File: src/hdl/lmc_pkg.sv
// shared constants of the logger mission configuration block
package lmc_pkg;
	localparam logic [15:0] LMC_ADDR_LOW_THR = 16'h020B;
	localparam logic [15:0] LMC_ADDR_HIGH_THR = 16'h020C;
	localparam logic [15:0] LMC_ADDR_INTERVAL = 16'h020D;
	localparam logic [15:0] LMC_ADDR_CONTROL = 16'h020E;
	localparam logic [15:0] LMC_ADDR_READOUT = 16'h0211;
	localparam logic [15:0] LMC_ADDR_STATUS = 16'h0214;
	localparam logic [15:0] LMC_ADDR_PAGE_FIRST = 16'h0200;
	localparam logic [15:0] LMC_ADDR_PAGE_LAST = 16'h0213;

	localparam int LMC_CTL_CRYSTAL_STOP = 7;
	localparam int LMC_CTL_CLEAR_ARM = 6;
	localparam int LMC_CTL_MISSION_GATE_N = 4;
	localparam int LMC_CTL_WRAP_LOG_ENABLE = 3;
	localparam int LMC_CTL_LOW_ALARM_SEARCH = 2;
	localparam int LMC_CTL_HIGH_ALARM_SEARCH = 1;
	localparam int LMC_CTL_CLOCK_ALARM_SEARCH = 0;
	localparam logic [7:0] LMC_CTL_WRITE_MASK = 8'hDF;

	localparam int LMC_STS_WIPED = 6;
	localparam int LMC_STS_MISSION = 5;
	localparam int LMC_STS_LOW_HIT = 2;
	localparam int LMC_STS_HIGH_HIT = 1;
	localparam int LMC_STS_CLOCK_ALARM = 0;

	localparam logic [7:0] LMC_CTL_RESET = 8'h00;
	localparam logic [7:0] LMC_THR_RESET = 8'h00;
	localparam logic [7:0] LMC_INTERVAL_RESET = 8'h00;
	localparam logic [7:0] LMC_READ_ZERO = 8'h00;

	localparam logic [7:0] LMC_CODE_UNDER = 8'h00;
	localparam logic [7:0] LMC_CODE_OVER = 8'hFA;
	localparam logic [7:0] LMC_CODE_VALID_MIN = 8'h01;
	localparam logic [7:0] LMC_CODE_VALID_MAX = 8'hF9;
	localparam logic signed [10:0] LMC_CODE_OFFSET = 11'sh050;
	localparam int LMC_HIST_SHIFT = 2;

	localparam int LMC_LOG_ADDR_W = 11;
	localparam logic [10:0] LMC_LOG_LAST = 11'h7FF;
	localparam logic [10:0] LMC_LOG_FIRST = 11'h000;
endpackage : lmc_pkg

File: src/hdl/lmc_temp_coder.sv
// converts a signed half-degree reading into the clamped 8-bit code and its histogram bin
module lmc_temp_coder
	import lmc_pkg::*;
(
	input wire logic clk_in, // 100 MHz clock
	input wire logic sys_rst_in, // async reset, active high
	input wire logic conv_valid_in, // one-cycle conversion result strobe
	input wire logic signed [9:0] conv_half_deg_in, // reading in half degrees Celsius
	output logic code_valid_out, // one-cycle strobe with the code
	output logic [7:0] code_out, // clamped temperature code
	output logic [5:0] bin_out // histogram bin of the code
);
	typedef struct packed {
		logic valid;
		logic [7:0] code;
		logic [5:0] bin;
	} lmc_coder_s;

	lmc_coder_s st_q;
	lmc_coder_s st_d;
	logic signed [10:0] sum;
	logic [7:0] code_c;

	assign sum = 11'(conv_half_deg_in) + LMC_CODE_OFFSET;

	always_comb begin
		st_d = st_q;
		st_d.valid = conv_valid_in;
		code_c = sum[7:0];
		if (sum < $signed({3'b000, LMC_CODE_VALID_MIN})) begin
			code_c = LMC_CODE_UNDER;
		end else if (sum > $signed({3'b000, LMC_CODE_VALID_MAX})) begin
			code_c = LMC_CODE_OVER;
		end
		if (conv_valid_in) begin
			st_d.code = code_c;
			st_d.bin = code_c[7:LMC_HIST_SHIFT];
		end
	end

	always_ff @(posedge clk_in or posedge sys_rst_in) begin
		if (sys_rst_in) begin
			st_q <= '0;
		end else begin
			st_q <= st_d;
		end
	end

	assign code_valid_out = st_q.valid;
	assign code_out = st_q.code;
	assign bin_out = st_q.bin;
endmodule : lmc_temp_coder

File: src/hdl/lmc_mission_ctrl.sv
// register page, mission control and alarm search logic of the temperature logger
// Function
// - Each reading is an unsigned 8-bit half-degree code, clamped at FAh.
// - Codes 01h to F9h are genuine readings; extremes mark clamped results.
// - Under-range conversions store 00h, over-range conversions store FAh.
// - Clamped results land in histogram bins 0 and 62.
// - Stored code means code divided by two, minus forty degrees Celsius.
// - Low and high thresholds are full 8-bit registers at 020Bh and 020Ch.
// - Mission conversions are spaced by the sample interval in minutes, 1 to 255.
// - Non-zero interval write starts a mission only if wiped and gate low.
// - Control is read/write; first write in a mission ends it unchanged.
// - Control bit 5 reads zero and cannot be set.
// - Control bit 7 low runs the crystal, high stops it.
// - Clear-arm bit lets only an immediately following clear command wipe mission data.
// - Clear-arm bit drops when the next memory command executes.
// - Control bit 4 low is needed for an interval write to start a mission.
// - Wrap bit high makes a full datalog restart from its first entry.
// - Wrap bit low stops storing into a full log; mission continues.
// - Low search bit answers search after a reading at or below low threshold.
// - High search bit answers search after a reading at or above high threshold.
// - Clock search bit answers search after a clock alarm.
// - Low hit flag sets on readings at or below threshold; cleared by writing zero.
// - Wiped flag drops when an interval write starts a mission.
module lmc_mission_ctrl
	import lmc_pkg::*;
(
	input wire logic clk_in, // 100 MHz clock
	input wire logic sys_rst_in, // async reset, active high
	input wire logic mem_cmd_in, // pulse: a memory function command executes
	input wire logic clear_cmd_in, // with mem_cmd_in: the command is clear memory
	input wire logic reg_wr_in, // pulse: register byte written
	input wire logic reg_rd_in, // pulse: register byte read
	input wire logic [15:0] reg_addr_in, // register address
	input wire logic [7:0] reg_wdata_in, // write data
	input wire logic minute_tick_in, // pulse once per minute from timekeeping
	input wire logic clock_alarm_in, // pulse: clock alarm occurred
	input wire logic conv_valid_in, // pulse: conversion result ready
	input wire logic signed [9:0] conv_half_deg_in, // conversion result in half degrees
	output logic [7:0] reg_rdata_out, // read data
	output logic reg_rvalid_out, // pulse: read data valid
	output logic sample_req_out, // pulse: start a mission conversion
	output logic log_wr_out, // pulse: store code in datalog
	output logic [10:0] log_addr_out, // datalog entry index
	output logic [7:0] log_data_out, // datalog code
	output logic hist_inc_out, // pulse: bump histogram bin
	output logic [5:0] hist_bin_out, // histogram bin index
	output logic mission_clear_out, // pulse: wipe stamps, histogram, counters, delay
	output logic mission_active_out, // level: mission in progress
	output logic search_match_out, // level: answer conditional search
	output logic crystal_run_out // level: timekeeping crystal runs
);
	typedef enum logic [0:0] {
		LMC_IDLE,
		LMC_RUN
	} lmc_mission_e;

	typedef struct packed {
		lmc_mission_e mission;
		logic [7:0] low_thr;
		logic [7:0] high_thr;
		logic [7:0] interval;
		logic [7:0] control;
		logic wiped;
		logic low_hit;
		logic high_hit;
		logic clk_alarm;
		logic [7:0] min_cnt;
		logic [10:0] log_next;
		logic log_full;
		logic [7:0] last_code;
		logic [7:0] rdata;
		logic rvalid;
		logic sample_req;
		logic log_wr;
		logic [10:0] log_addr;
		logic [7:0] log_data;
		logic hist_inc;
		logic [5:0] hist_bin;
		logic clear_pulse;
		logic search_match;
		logic crystal_run;
	} lmc_state_s;

	lmc_state_s st_q;
	lmc_state_s st_d;
	logic code_valid;
	logic [7:0] code;
	logic [5:0] bin;
	logic in_page;
	logic minute_done;
	logic search_now;
	logic start_ok;

	lmc_temp_coder u_coder (
		.clk_in(clk_in),
		.sys_rst_in(sys_rst_in),
		.conv_valid_in(conv_valid_in),
		.conv_half_deg_in(conv_half_deg_in),
		.code_valid_out(code_valid),
		.code_out(code),
		.bin_out(bin)
	);

	function automatic logic addr_is(input logic [15:0] a, input logic [15:0] target);
		addr_is = (a == target);
	endfunction : addr_is

	// writes anywhere in the timekeeping/config span end a running mission
	assign in_page = (reg_addr_in >= LMC_ADDR_PAGE_FIRST) && (reg_addr_in <= LMC_ADDR_PAGE_LAST);
	assign minute_done = ({1'b0, st_q.min_cnt} + 9'h001) >= {1'b0, st_q.interval};
	assign start_ok = st_q.wiped && !st_q.control[LMC_CTL_MISSION_GATE_N]
		&& (st_q.mission == LMC_IDLE);
	assign search_now = (st_q.control[LMC_CTL_LOW_ALARM_SEARCH] && st_q.low_hit)
		|| (st_q.control[LMC_CTL_HIGH_ALARM_SEARCH] && st_q.high_hit)
		|| (st_q.control[LMC_CTL_CLOCK_ALARM_SEARCH] && st_q.clk_alarm);

	always_comb begin
		st_d = st_q;
		st_d.rvalid = 1'b0;
		st_d.sample_req = 1'b0;
		st_d.log_wr = 1'b0;
		st_d.hist_inc = 1'b0;
		st_d.clear_pulse = 1'b0;
		// command handling precedes the write so an arm written now survives to the next command
		if (mem_cmd_in) begin
			st_d.control[LMC_CTL_CLEAR_ARM] = 1'b0;
			if (clear_cmd_in && st_q.control[LMC_CTL_CLEAR_ARM]) begin
				st_d.interval = LMC_INTERVAL_RESET;
				st_d.wiped = 1'b1;
				st_d.clear_pulse = 1'b1;
			end
		end
		if (reg_wr_in) begin
			if ((st_q.mission == LMC_RUN) && in_page) begin
				st_d.mission = LMC_IDLE;
			end else if (addr_is(reg_addr_in, LMC_ADDR_LOW_THR)) begin
				st_d.low_thr = reg_wdata_in;
			end else if (addr_is(reg_addr_in, LMC_ADDR_HIGH_THR)) begin
				st_d.high_thr = reg_wdata_in;
			end else if (addr_is(reg_addr_in, LMC_ADDR_INTERVAL)) begin
				st_d.interval = reg_wdata_in;
				if (reg_wdata_in != 8'h00 && start_ok) begin
					st_d.mission = LMC_RUN;
					st_d.wiped = 1'b0;
					st_d.min_cnt = 8'h00;
					st_d.log_next = LMC_LOG_FIRST;
					st_d.log_full = 1'b0;
				end
			end else if (addr_is(reg_addr_in, LMC_ADDR_CONTROL)) begin
				st_d.control = reg_wdata_in & LMC_CTL_WRITE_MASK;
			end else if (addr_is(reg_addr_in, LMC_ADDR_STATUS)) begin
				// status bits can only be written to zero
				if (!reg_wdata_in[LMC_STS_MISSION]) begin
					st_d.mission = LMC_IDLE;
				end
				if (!reg_wdata_in[LMC_STS_LOW_HIT]) begin
					st_d.low_hit = 1'b0;
				end
				if (!reg_wdata_in[LMC_STS_HIGH_HIT]) begin
					st_d.high_hit = 1'b0;
				end
				if (!reg_wdata_in[LMC_STS_CLOCK_ALARM]) begin
					st_d.clk_alarm = 1'b0;
				end
			end
		end
		if ((st_q.mission == LMC_RUN) && minute_tick_in) begin
			if (minute_done) begin
				st_d.min_cnt = 8'h00;
				st_d.sample_req = 1'b1;
			end else begin
				st_d.min_cnt = st_q.min_cnt + 8'h01;
			end
		end
		if (code_valid) begin
			st_d.last_code = code;
			if (st_q.mission == LMC_RUN) begin
				st_d.hist_inc = 1'b1;
				st_d.hist_bin = bin;
				// set after the status write so a hit in the clearing cycle is kept
				if (code <= st_q.low_thr) begin
					st_d.low_hit = 1'b1;
				end
				if (code >= st_q.high_thr) begin
					st_d.high_hit = 1'b1;
				end
				if (!st_q.log_full || st_q.control[LMC_CTL_WRAP_LOG_ENABLE]) begin
					st_d.log_wr = 1'b1;
					st_d.log_addr = st_q.log_next;
					st_d.log_data = code;
					st_d.log_full = 1'b0;
					if (st_q.log_next == LMC_LOG_LAST) begin
						if (st_q.control[LMC_CTL_WRAP_LOG_ENABLE]) begin
							st_d.log_next = LMC_LOG_FIRST;
						end else begin
							st_d.log_full = 1'b1;
						end
					end else begin
						st_d.log_next = st_q.log_next + 11'h001;
					end
				end
			end
		end
		if (clock_alarm_in) begin
			st_d.clk_alarm = 1'b1;
		end
		if (reg_rd_in) begin
			st_d.rvalid = 1'b1;
			if (addr_is(reg_addr_in, LMC_ADDR_LOW_THR)) begin
				st_d.rdata = st_q.low_thr;
			end else if (addr_is(reg_addr_in, LMC_ADDR_HIGH_THR)) begin
				st_d.rdata = st_q.high_thr;
			end else if (addr_is(reg_addr_in, LMC_ADDR_INTERVAL)) begin
				st_d.rdata = st_q.interval;
			end else if (addr_is(reg_addr_in, LMC_ADDR_CONTROL)) begin
				st_d.rdata = st_q.control;
			end else if (addr_is(reg_addr_in, LMC_ADDR_READOUT)) begin
				st_d.rdata = st_q.last_code;
			end else if (addr_is(reg_addr_in, LMC_ADDR_STATUS)) begin
				st_d.rdata = {1'b0, st_q.wiped, st_q.mission == LMC_RUN, 2'b00,
					st_q.low_hit, st_q.high_hit, st_q.clk_alarm};
			end else begin
				st_d.rdata = LMC_READ_ZERO;
			end
		end
		st_d.search_match = search_now;
		st_d.crystal_run = !st_q.control[LMC_CTL_CRYSTAL_STOP];
	end

	always_ff @(posedge clk_in or posedge sys_rst_in) begin
		if (sys_rst_in) begin
			st_q <= '0;
			st_q.mission <= LMC_IDLE;
			st_q.control <= LMC_CTL_RESET;
			st_q.low_thr <= LMC_THR_RESET;
			st_q.high_thr <= LMC_THR_RESET;
			st_q.interval <= LMC_INTERVAL_RESET;
			st_q.crystal_run <= 1'b1;
		end else begin
			st_q <= st_d;
		end
	end

	assign reg_rdata_out = st_q.rdata;
	assign reg_rvalid_out = st_q.rvalid;
	assign sample_req_out = st_q.sample_req;
	assign log_wr_out = st_q.log_wr;
	assign log_addr_out = st_q.log_addr;
	assign log_data_out = st_q.log_data;
	assign hist_inc_out = st_q.hist_inc;
	assign hist_bin_out = st_q.hist_bin;
	assign mission_clear_out = st_q.clear_pulse;
	assign mission_active_out = (st_q.mission == LMC_RUN);
	assign search_match_out = st_q.search_match;
	assign crystal_run_out = st_q.crystal_run;
endmodule : lmc_mission_ctrl

File: config.mk
export PLATFORM = sky130hd
export DESIGN_NAME = lmc_mission_ctrl
export DESIGN_NICKNAME = d
export VERILOG_FILES = /design/src/hdl/lmc_pkg.sv /design/src/hdl/lmc_temp_coder.sv /design/src/hdl/lmc_mission_ctrl.sv
export SDC_FILE = /design/constraint.sdc
export NUM_CORES = 1
export LEC_CHECK = 0
export BUFFER_PORTS_ARGS = -buffer_cell sky130_fd_sc_hd__buf_4
export CAP_MARGIN = 10
export CORE_ASPECT_RATIO = 1.1
export CORE_UTILIZATION = 29
export CTS_BUF_LIST = sky130_fd_sc_hd__clkbuf_8 sky130_fd_sc_hd__clkbuf_16
export DETAILED_ROUTE_END_ITERATION = 6
export MAX_ROUTING_LAYER = met4
export PLACE_DENSITY = 0.54
export SLEW_MARGIN = 20
export SYNTH_ARGS = -nofsm -noshare
export SYNTH_HDL_FRONTEND = slang
export SYNTH_HIERARCHICAL = 1
export SYNTH_SLANG_ARGS = --single-unit
File: constraint.sdc
create_clock -name clk_in -period 4.9 [get_ports clk_in]
set_input_delay 1.225 -clock clk_in [delete_from_list [all_inputs] [get_ports clk_in]]
set_output_delay 1.225 -clock clk_in [all_outputs]
set_load 0.1 [all_outputs]
---- Word-level counts from Yosys, hierarchy flattened ----
Cells that the tools add are included.
storage, ports and cells
  output and inout port bits .............. 41
  input bits .............................. 43
  bits in registers ....................... 119
operators by class
  reduce and logical (&&, ||, !) cells .... 31
  magnitude comparators ................... 7
  equal/unequal tests ..................... 21
  $add $sub $neg .......................... 4
  mux-type cells .......................... 60
  bitwise operators ....................... 5
operators by type and width
  operator                                                                  number
  40-bit two-way mux                                                        4
  8-bit two-way mux                                                         14
  16-bit by 10-bit == test with 1-bit output (second input constant)        6
  20-bit two-way mux                                                        4
  27-bit two-way mux                                                        2
  1-bit two-way mux                                                         26
  12-bit two-way mux                                                        2
  11-bit two-way mux                                                        2
  16-bit by 10-bit >= comparator with 1-bit output (second input constant)  1
  16-bit by 10-bit <= comparator with 1-bit output (second input constant)  1
  2-bit != test (second input constant)                                     7
  6-bit AND reduction                                                       2
  10-bit by 8-bit adder with 11-bit output (second input constant)          1
  11-bit by 1-bit adder with 11-bit output (second input constant)          1
  11-bit == test (second input constant)                                    1
  11-bit by 9-bit > comparator with 1-bit output (second input constant)    1
  11-bit by 2-bit < comparator with 1-bit output (second input constant)    1
  1-bit logical AND                                                         10
  2-bit nonzero test                                                        5
  8-bit by 1-bit adder with 9-bit output (second input constant)            1
  9-bit by 8-bit >= comparator with 1-bit output                            1
  3-bit two-way mux                                                         3
  8-bit by 1-bit adder with 8-bit output (second input constant)            1
  8-bit >= comparator                                                       1
  17 further kinds                                                          30

---- Longest topological paths before layout ----
Gate-level depths: netlist of the first run.
  depth after elaboration ................. 15
  mapped depth ............................ 10

---- Hierarchy ----
Netlist of the first run, hierarchy kept.
modules (own cells, without submodules)
  module            sequential area each (um^2)  instances  cells each  area an instance (um^2)
  lmc_mission_ctrl  2603.7                       1          526         5657.9
  lmc_temp_coder    225.2                        1          74          640.6

---- Worst setup path before layout of the first run ----
No wires, ideal clock.
  path kind ............................... input -> register
  start point ............................. in reg_addr_in[6]
  end point ............................... reg st_q[56] (netlist bit)
  buffers on the path ..................... 1
  setup slack ............................. 1942 ps
  arrival ................................. 2834 ps
  setup time .............................. 124 ps
  stages on the path ...................... 6
  cells stage by stage .................... or4b_4 > nor4_4 > and2_1 > buf_4 > nor2_2 > a211o_1
RTL lines
  element               line                     RTL
  start, declared       lmc_mission_ctrl.sv:33   input wire logic [15:0] reg_addr_in,
  end signal, assigned  lmc_mission_ctrl.sv:240  st_q <= st_d;
  end, declared         lmc_mission_ctrl.sv:84   lmc_state_s st_q;

==> impl_metrics.json, run 1 <==
{
  "fin_crit_sh_pct": 61.6,
  "grt-ovfl-total": 0,
  "finClkSkew_ns": 0.00835,
  "vias": 4656,
  "tightest_slew_ns": 0.937,
  "finalPower_mw": 2.51,
  "synth_top_family_by_area": "compound AO/OA/AOI/OAI gates",
  "dpl_cell_area_um2": 6940,
  "start_kind": "input pin",
  "synth_mux_area_share_pct": 10.2,
  "fin_setup_tns_ns": 0,
  "grt_pass1_vias": 4597,
  "startpoint": "reg_addr_in[6]",
  "pin_count": 84,
  "netlist_instances": 600,
  "rows": 56,
  "fp.dieH_um": 157,
  "drtIter0Drc": 343,
  "reg2reg_depth": 10,
  "hpwl_mm": 12.1,
  "rsz0062_at_grt": "no",
  "cp_max_fo": 8,
  "status": "finished clean",
  "ys_seq_elements": 113,
  "clk_pin_slew_ns": 0.06,
  "clock-sinks": 113,
  "synth_cell_types": 71,
  "fp.dieW_um": 143,
  "end_kind": "flop",
  "crit_end": "st_q[54]$_DFF_PP0_",
  "path_class": "in -> reg",
  "clk_latency_ns": 0.42,
  "post_synth_xor_area_fraction_pct": 1.11,
  "slew_viol_final": 0,
  "grt_max_degree": 68,
  "worstHoldPathCells": 1,
  "antenna_found_initial": 0,
  "synth_area_per_cell_um2": 10.5,
  "final_util_pct": 35.6,
  "rrSetupSlack_ns": 1.97,
  "place_congestion": 0.832,
  "cts_made_buffers": 17,
  "post-route-drc-count": 0,
  "dieArea_um2": 22300,
  "io_buffers": 83,
  "max_slew_margin_pct": 36.9,
  "ctsResizeCount": 0,
  "setup_violations": 0,
  "r2r_end": "st_q[65]$_DFFE_PP0P_",
  "synth_top_area_cell": "dfrtp_1",
  "seq_area_frac_synth_pct": 44.9,
  "netlist_area_um2": 6300,
  "yosys_warnings": 6,
  "yosysMostFrequentCell": "dfrtp_1",
  "initial_core_util_pct": 29.6,
  "cts_root_buf": "clkbuf_16",
  "p_switching_mw": 0.619,
  "synth_common_cells": "dfrtp_1, mux2_2, inv_1",
  "nets": 723,
  "synth-adder-area-share_pct": 5.56,
  "syn_nets": 671,
  "worstPathArrival_ns": 3.31,
  "synth_edf_count": 0,
  "synth_flop_cell": "dfrtp_1",
  "synth_compound_area_share_pct": 14.8,
  "drt-vias-per-instance": 4.88,
  "drv_cap": 0,
  "synthSimpleGateAreaFrac_pct": 14.7,
  "leakage_nw": 3.59,
  "finalHoldViolCount": 0,
  "intPower_mw": 1.89,
  "required_ns": 5.19,
  "fill_cells": 2174,
  "clkPwrFrac_pct": 53.1,
  "antenna_cells": 0,
  "switching_share_pct": 24.7,
  "avgRoutedWirePerCell_um": 16.9,
  "cts_setup_buffers": 0,
  "syn2layout_area_growth_pct": 20.3,
  "pwr-share-comb_pct": 7.7,
  "ant_nets": 0,
  "first_pass_iters": 4,
  "ir_drop_mv": 0.190,
  "cts_max_level": 4,
  "tritoncts": "built",
  "hold_class": "reg -> reg",
  "power.density_nw_per_um2": 331,
  "grt_pass1_wl_mm": 25.8,
  "synth_top_area_share_pct": 44.5,
  "synthArstFlopShare_pct": 100,
  "r2r_start": "st_q[62]$_DFFE_PP0P_",
  "grtUsageTotal_pct": 15.8,
  "core_area_um2": 21300,
  "finalCriticalPeriod_ns": 3.02,
  "fin_area_um2": 7580,
  "holdBufCountCts": 0,
  "wl_mm": 16.1,
  "layout-drive-gt1-share_pct": 29.2,
  "clock_path_buffers": 2,
  "hold_ws_ns": 0.432,
  "timing.fmax_ghz": 0.331,
  "p_seq_share_pct": 39.2,
  "netlist_top_cells_area": "dfrtp_1, mux2_2, ha_1"
}
## registers in the layout, indices dropped and copies added, names as in the netlist
register,count
crystal_run_out,1
hist_bin_out,6
hist_inc_out,1
log_addr_out,11
log_data_out,8
log_wr_out,1
mission_active_out,1
mission_clear_out,1
reg_rdata_out,8
reg_rvalid_out,1
sample_req_out,1
search_match_out,1
st_q,63
u_coder/code_out,8
u_coder/code_valid_out,1
## power groups by stage
stage               logic [mW]  registers (mW)  clock network (mW)
floorplan                0.134           0.983                   0
global placement         0.192            1.00                   0
detailed placement       0.193            1.00                   0
CTS                      0.194           0.984                1.35
global route             0.215           0.986                1.39
finish                   0.192           0.983                1.33
## area by class of cell
type | count | area [um2] | area share, %
flip-flops and latches | 113 | 2830 | 37.3
repair buffers | 86 | 646 | 8.52
multi-input cells | 386 | 2920 | 38.6
inverters | 48 | 183 | 2.41
clock buffers | 17 | 425 | 5.61
clock inverters | 15 | 210 | 2.77
well taps | 290 | 363 | 4.79
## layer usage
metal  global-route usage [%]  share of wire (%)  vias to the layer above
met5                        -                  0                        -
met4                     5.12                1.5                        0
met3                     2.88                4.1                       16
met2                     24.2                 47                      115
met1                     20.9                 47                     2254
li1                         -                  -                     2271
## how the worst min path moves through the flow
stage / from / end / slack, ns
after floorplan: st_q[79]$_DFFE_PP0P_ / crystal_run_out$_DFF_PP1_ / 0.37
after global placement: st_q[79]$_DFFE_PP0P_ / crystal_run_out$_DFF_PP1_ / 0.42
after detailed placement: st_q[79]$_DFFE_PP0P_ / crystal_run_out$_DFF_PP1_ / 0.43
after CTS: st_q[79]$_DFFE_PP0P_ / crystal_run_out$_DFF_PP1_ / 0.44
after global routing: st_q[79]$_DFFE_PP0P_ / crystal_run_out$_DFF_PP1_ / 0.47
final: st_q[79]$_DFFE_PP0P_ / crystal_run_out$_DFF_PP1_ / 0.43
## per-stage QoR
stage / std cells / setup WS (ns)
detailed placement: 923 / 1.45
global route: 955 / 1.58
CTS: 955 / 1.87
finish: 955 / 1.88
floorplan: 600 / 0.944
global placement: 923 / 1.44
## kinds of logic (layout without fill, tap and decap cells)
kind of cell	count (synthesis)	count (layout)
flops	113	113
mux	57	57
compound gates	133	133
fa+ha+maj	28	28
buf+inv	101	166
simple gates	160	160
xor+xnor	8	8
## critical path: stages
cell and delay (ns):
buf_4 0.12, or4b_4 0.57, nor4_4 0.53, and2_1 0.43, nor2_2 0.12, a211o_1 0.31
## layout by cell type, fill, tap and decap left out, types with 9 or more instances in the layout
cell type and n:
nor2b_1 10, o21ai_0 28, mux2_2 55, a21oi_1 11, nor2_1 24, dfrtp_1 112
nand3_1 12, clkbuf_16 17, buf_4 86, nand2_1 38, inv_1 44, ha_1 28
a31oi_1 9, a22o_1 9
(Power assumes the default switching activity.)
==> inputs of run 2 (changes only) <==
- clock period: 4.9 -> 3.15 ns (I/O delays scaled with it)
==> run 2 against run 1 <==
Compared with the run above:
- die area stayed put
- utilization is 0.57 points higher
- first-iteration DRC count is 0.58% higher
- global-route usage is 0.094 points higher
- largest cell class unchanged
==> impl_metrics.json, run 2 (same netlist as run 1, synthesis figures left out) <==
{
  "post-route-drc-count": 0,
  "largest_reg_flops": 63,
  "cts_max_level": 4,
  "layout_commonest_cell": "dfrtp_1",
  "grt_pass1_wl_mm": 25.8,
  "setup_violations": 0,
  "io_buffers": 83,
  "grt-ovfl-total": 0,
  "rsz0062_at_grt": "no",
  "hold_class": "in -> async",
  "initial_core_util_pct": 29.6,
  "antenna_found_initial": 0,
  "drv_cap": 0,
  "tritoncts": "built",
  "clk_pin_slew_ns": 0.06,
  "fin_setup_tns_ns": 0,
  "ant_nets": 0,
  "wl_mm": 16.2,
  "finalCriticalPeriod_ns": 2.66,
  "cts_root_buf": "clkbuf_16",
  "cts_setup_buffers": 0,
  "finalHoldViolCount": 0,
  "layout-drive-gt1-share_pct": 30.2,
  "rows": 56,
  "core_area_um2": 21300,
  "dieArea_um2": 22300,
  "required_ns": 3.48,
  "worstPathArrival_ns": 3.00,
  "final_cell_mix": "dfrtp_1, buf_4, mux2_2, inv_1, nand2_1",
  "ir_drop_mv": 0.303,
  "end_kind": "flop",
  "leakage_nw": 3.67,
  "cts_made_buffers": 17,
  "fp.dieW_um": 143,
  "place_congestion": 0.872,
  "grt_max_degree": 105,
  "antenna_cells": 0,
  "ctsResizeCount": 0,
  "grtUsageTotal_pct": 15.9,
  "start_kind": "flop",
  "grt_pass1_vias": 4655,
  "timing.fmax_ghz": 0.375,
  "slew_viol_final": 0,
  "clk_latency_ns": 0.42,
  "nets": 734,
  "vias": 4709,
  "power.density_nw_per_um2": 518,
  "seq_area_um2": 2830,
  "fin_crit_sh_pct": 84.6,
  "drt-vias-per-instance": 4.88,
  "avgRoutedWirePerCell_um": 16.8,
  "max_slew_margin_pct": 53.8,
  "clock-sinks": 113,
  "path_class": "reg -> reg",
  "cp_max_fo": 6,
  "pin_count": 84,
  "syn2layout_area_growth_pct": 22.2,
  "fp.dieH_um": 157,
  "fill_cells": 2180,
  "hpwl_mm": 12.0,
  "drtIter0Drc": 345,
  "clock_path_buffers": 2,
  "status": "finished clean",
  "holdBufCountCts": 0,
  "finClkSkew_ns": 0.0139,
  "tightest_slew_ns": 0.688,
  "multi_input_area_um2": 2920,
  "regMostFlops": "st_q",
  "hold_ws_ns": 0.343,
  "first_pass_iters": 5
}
[run 2: cell count changes in the layout (fill, tap and decap cells not counted), sizes merged]
cell / before / now
clkinv: 5 / 4
clkbuf: 17 / 21
clkinvlp: 5 / 3
buf: 86 / 97
inv: 49 / 46
bufinv: 4 / 5
[run 2: metal layers]
layer,track usage [%],vias up,share of wire (%),wire length (um)
met4,5.43,0,1.7,275
li1,-,2273,-,-
met1,20.5,2301,47,7530
met3,3.86,16,4.3,688
met5,-,-,0,0
met2,24.1,119,47,7670
[run 2: power by group]
part	switching, mW	leakage (nW)	internal [mW]
registers	0.0428	1.46	1.49
clock network	0.681	0.321	1.48
logic	0.181	1.89	0.121
total	0.905	3.67	3.08
[run 2: area by class of cell]
| class | count | share of cell area, % |
|---|---|---|
| flip-flops and latches | 113 | 36.7 |
| inverters | 48 | 2.39 |
| multi-input cells | 386 | 37.9 |
| clock inverters | 10 | 2.34 |
| well taps | 290 | 4.71 |
| repair buffers | 97 | 9.62 |
| clock buffers | 21 | 6.24 |
[run 2: through the flow]
stage / utilization, % / total power, mW / cell area, um2 / setup WS [ns] / std cells
after floorplan: - / 1.74 / 6300 / 0.630 / 600
after global placement: 33.0 / 1.86 / 7040 / 0.451 / 934
after detailed placement: 33.0 / 1.86 / 7040 / 0.433 / 934
after CTS: 36.1 / 4.03 / 7700 / 0.484 / 965
after global routing: 36.1 / 4.15 / 7700 / 0.180 / 965
final: 36.1 / 3.99 / 7700 / 0.486 / 965
[run 2: worst paths after layout]
path	slack, ns	endpoint	cells after the start	from
min	0.34	u_coder/code_out[0]$_DFFE_PP0P_	2	sys_rst_in
min in group clk_in	0.42	crystal_run_out$_DFF_PP1_	1	st_q[79]$_DFFE_PP0P_
max	0.49	st_q[65]$_DFFE_PP0P_	11	st_q[62]$_DFFE_PP0P_
max reg2reg	0.49	st_q[65]$_DFFE_PP0P_	11	st_q[62]$_DFFE_PP0P_
min reg2reg	0.42	crystal_run_out$_DFF_PP1_	1	st_q[79]$_DFFE_PP0P_
max in group asynchronous	2.16	st_q[98]$_DFFE_PP0P_	3	sys_rst_in
[run 2: worst max-delay path: stages (launching register included)]
cell and delay [ns]:
dfrtp_1 0.42, and2_1 0.17, nand4_1 0.19, nor2_1 0.17, xor2_1 0.26, ha_1 0.31, a21oi_1 0.15, o21ai_0 0.12
a211oi_1 0.33, buf_4 0.21, nand2_1 0.09, o21ai_0 0.17
==> inputs of run 3 (changes only) <==
- ABC_AREA: unset -> 1
- PLACE_DENSITY: 0.54 -> 0.55
- clock period: 3.15 -> 2.4 ns (I/O delays scaled with it)
==> run 3 against run 2 <==
Compared with the run above:
- die area increased by 3.8%
- hold slack got worse by 0.17 ns
- total power increased by 45%
- sequential share of layout area decreased by 0.80 points
- clock-buffer cell count decreased by 2
- highest routed layer unchanged
- utilization decreased by 0.55 points
- worst setup slack got worse by 0.20 ns
- clock power increased by 16%
==> impl_metrics.json, run 3 <==
{
  "cts_root_buf": "clkbuf_16",
  "pin_count": 84,
  "hold_class": "in -> async",
  "syn2layout_area_growth_pct": 20.3,
  "synthArstFlopShare_pct": 100,
  "regMostFlops": "st_q",
  "holdBufCountCts": 0,
  "cts_made_buffers": 17,
  "dpl_cell_area_um2": 7280,
  "wl_mm": 16.3,
  "finalHoldViolCount": 0,
  "end_kind": "flop",
  "place_congestion": 0.858,
  "slew_viol_final": 0,
  "rsz0062_at_grt": "no",
  "drtIter0Drc": 319,
  "ys_seq_elements": 113,
  "tritoncts": "built",
  "clock-sinks": 113,
  "clk_pin_slew_ns": 0.06,
  "drt-vias-per-instance": 4.44,
  "crit_slowest_cell": "dfrtp_1",
  "p_seq_share_pct": 37.1,
  "synth_edf_count": 0,
  "intPower_mw": 3.93,
  "cts_setup_buffers": 0,
  "hpwl_mm": 12.2,
  "max_slew_margin_pct": 58.5,
  "power.density_nw_per_um2": 734,
  "final_util_pct": 35.6,
  "seq_area_frac_synth_pct": 43.2,
  "first_pass_iters": 4,
  "grtUsageTotal_pct": 15.5,
  "netlist_area_um2": 6540,
  "pwr-share-comb_pct": 19.7,
  "layout-drive-gt1-share_pct": 22.1,
  "grt_pass1_vias": 5200,
  "fp.dieH_um": 160,
  "grt_pass1_wl_mm": 27.5,
  "required_ns": 2.72,
  "synth_area_per_cell_um2": 8.06,
  "synth_top_area_cell": "dfrtp_1",
  "drv_cap": 0,
  "p_switching_mw": 1.85,
  "ir_drop_mv": 0.457,
  "finalCriticalPeriod_ns": 2.11,
  "fp.dieW_um": 145,
  "crit_family": "adder cells",
  "finalWorstSetupSlack_ns": 0.287,
  "clk_latency_ns": 0.41,
  "start_kind": "flop",
  "grt_max_degree": 105,
  "synth_cell_types": 48,
  "post-route-drc-count": 0,
  "syn_nets": 883,
  "yosys_warnings": 6,
  "ant_nets": 0,
  "finClkSkew_ns": 0.00551,
  "largest_reg_flops": 63,
  "critPathMaxStageDelay_ns": 0.43,
  "final_cell_mix": "nand2_1, dfrtp_1, inv_1, buf_4, o21ai_0",
  "core_area_um2": 22100,
  "synth_common_cells": "nand2_1, dfrtp_1, inv_1",
  "clock_path_buffers": 2,
  "clkPwrFrac_pct": 43.2,
  "initial_core_util_pct": 29.6,
  "vias": 5243,
  "worst-path-buf-inv": 2,
  "fin_area_um2": 7870,
  "switching_share_pct": 32.0,
  "fin_setup_tns_ns": 0,
  "worstPathArrival_ns": 2.44,
  "netlist_instances": 812,
  "crit_chain": "ha_1 -> nand3_1 -> inv_1 -> nand3_1 -> xor2_1 -> inv_1 -> ha_1 -> a21oi_1 -> nand2_1 -> nand2_1 -> nand2_2 -> o21ai_0",
  "grt-ovfl-total": 0,
  "cts_max_level": 4,
  "io_buffers": 83,
  "antenna_cells": 0,
  "antenna_found_initial": 0,
  "dieArea_um2": 23200,
  "path_class": "reg -> reg",
  "synth_flop_cell": "dfrtp_1",
  "tightest_slew_ns": 0.622,
  "rows": 57,
  "layout_commonest_cell": "nand2_1",
  "nets": 946,
  "post-place-ws_ns": 0.106,
  "synth_top_area_share_pct": 42.8,
  "fin_crit_sh_pct": 88.0,
  "cp_max_fo": 9,
  "status": "finished clean",
  "yosysMostFrequentCell": "nand2_1",
  "timing.fmax_ghz": 0.473,
  "setup_violations": 0,
  "leakage_nw": 3.88,
  "avgRoutedWirePerCell_um": 13.8,
  "netlist_top_cells_area": "dfrtp_1, nand2_1, inv_1"
}
## run 3: cell types whose count changed after synthesis, moves of 8 or more
cell     previous run  this run
a22o_1              9         1
a31oi_1             9         1
mux2_2             55         6
nor4_1              8         0
o21ai_0            28        69
nor2b_1            10         0
inv_1              45       107
nand3_1            12        40
nand2_1            38       214
o21ai_2             0         8
a22oi_1             8         0
inv_2               2        10
nor2_1             24        41
xor2_1              2        10
## run 3: layer usage
metal	routed length, um	track usage (%)	vias to the layer above
li1	-	-	2703
met3	596	3.21	19
met1	7840	20.1	2415
met2	7650	24.0	106
met5	0	-	-
met4	248	5.12	0
## run 3: kinds of logic (layout without fill, tap and decap cells)
family / after synthesis / count (layout) / share of synthesized area, %
adders and majority gates: 28 / 28 / 5.35
and+or+nand+nor: 354 / 354 / 24.8
muxes: 6 / 6 / 1.03
AOI/OAI and AO/OA: 128 / 128 / 11.6
buffers and inverters: 173 / 248 / 12.6
DFF: 113 / 113 / 43.2
xor gates and xnor gates: 10 / 10 / 1.34
## run 3: final cells by class
class | count | area (um2)
inverter | 122 | 468
tap | 295 | 369
timing repair buffer | 95 | 726
clock inverter | 12 | 135
clock buffer | 19 | 453
sequential | 113 | 2830
fill | 2383 | 14200
multi-input combinational | 526 | 2890
## run 3: power by group through the flow
stage	sequential, mW	combinational, mW	clock, mW
6_report	2.14	1.14	2.50
5_1_grt	2.16	1.26	2.63
4_1_cts	2.15	1.14	2.55
3_5_place_dp	2.18	1.13	0
3_3_place_gp	2.18	1.13	0
2_1_floorplan	2.19	0.867	0
## run 3: what timing repair did
action                     CTS  global route
gates resized for setup      0             4
setup endpoints to repair    0             5
hold endpoints to repair     0             0
## run 3: worst paths after layout
| kind | slack [ns] | start | cells past startpoint | endpoint |
|---|---|---|---|---|
| worst max register to register | 0.29 | st_q[60]$_DFFE_PP0P_ | 12 | st_q[61]$_DFFE_PP0P_ |
| max in group asynchronous | 1.57 | sys_rst_in | 3 | st_q[96]$_DFFE_PP0P_ |
| min in group clk_in | 0.32 | conv_valid_in | 1 | u_coder/code_valid_out$_DFF_PP0_ |
| worst min register to register | 0.40 | st_q[79]$_DFFE_PP0P_ | 1 | crystal_run_out$_DFF_PP1_ |
| worst max-delay path | 0.29 | st_q[60]$_DFFE_PP0P_ | 12 | st_q[61]$_DFFE_PP0P_ |
| worst min-delay path | 0.17 | sys_rst_in | 2 | u_coder/code_out[7]$_DFFE_PP0P_ |
## run 3: stage by stage
step / instances / hold WS (ns) / total power, mW
floorplan: 812 / 0.356 / 3.05
global placement: 1151 / 0.389 / 3.31
detailed placement: 1151 / 0.394 / 3.31
CTS: 1182 / 0.172 / 5.83
global route: 1182 / 0.193 / 6.05
finish: 1182 / 0.175 / 5.78
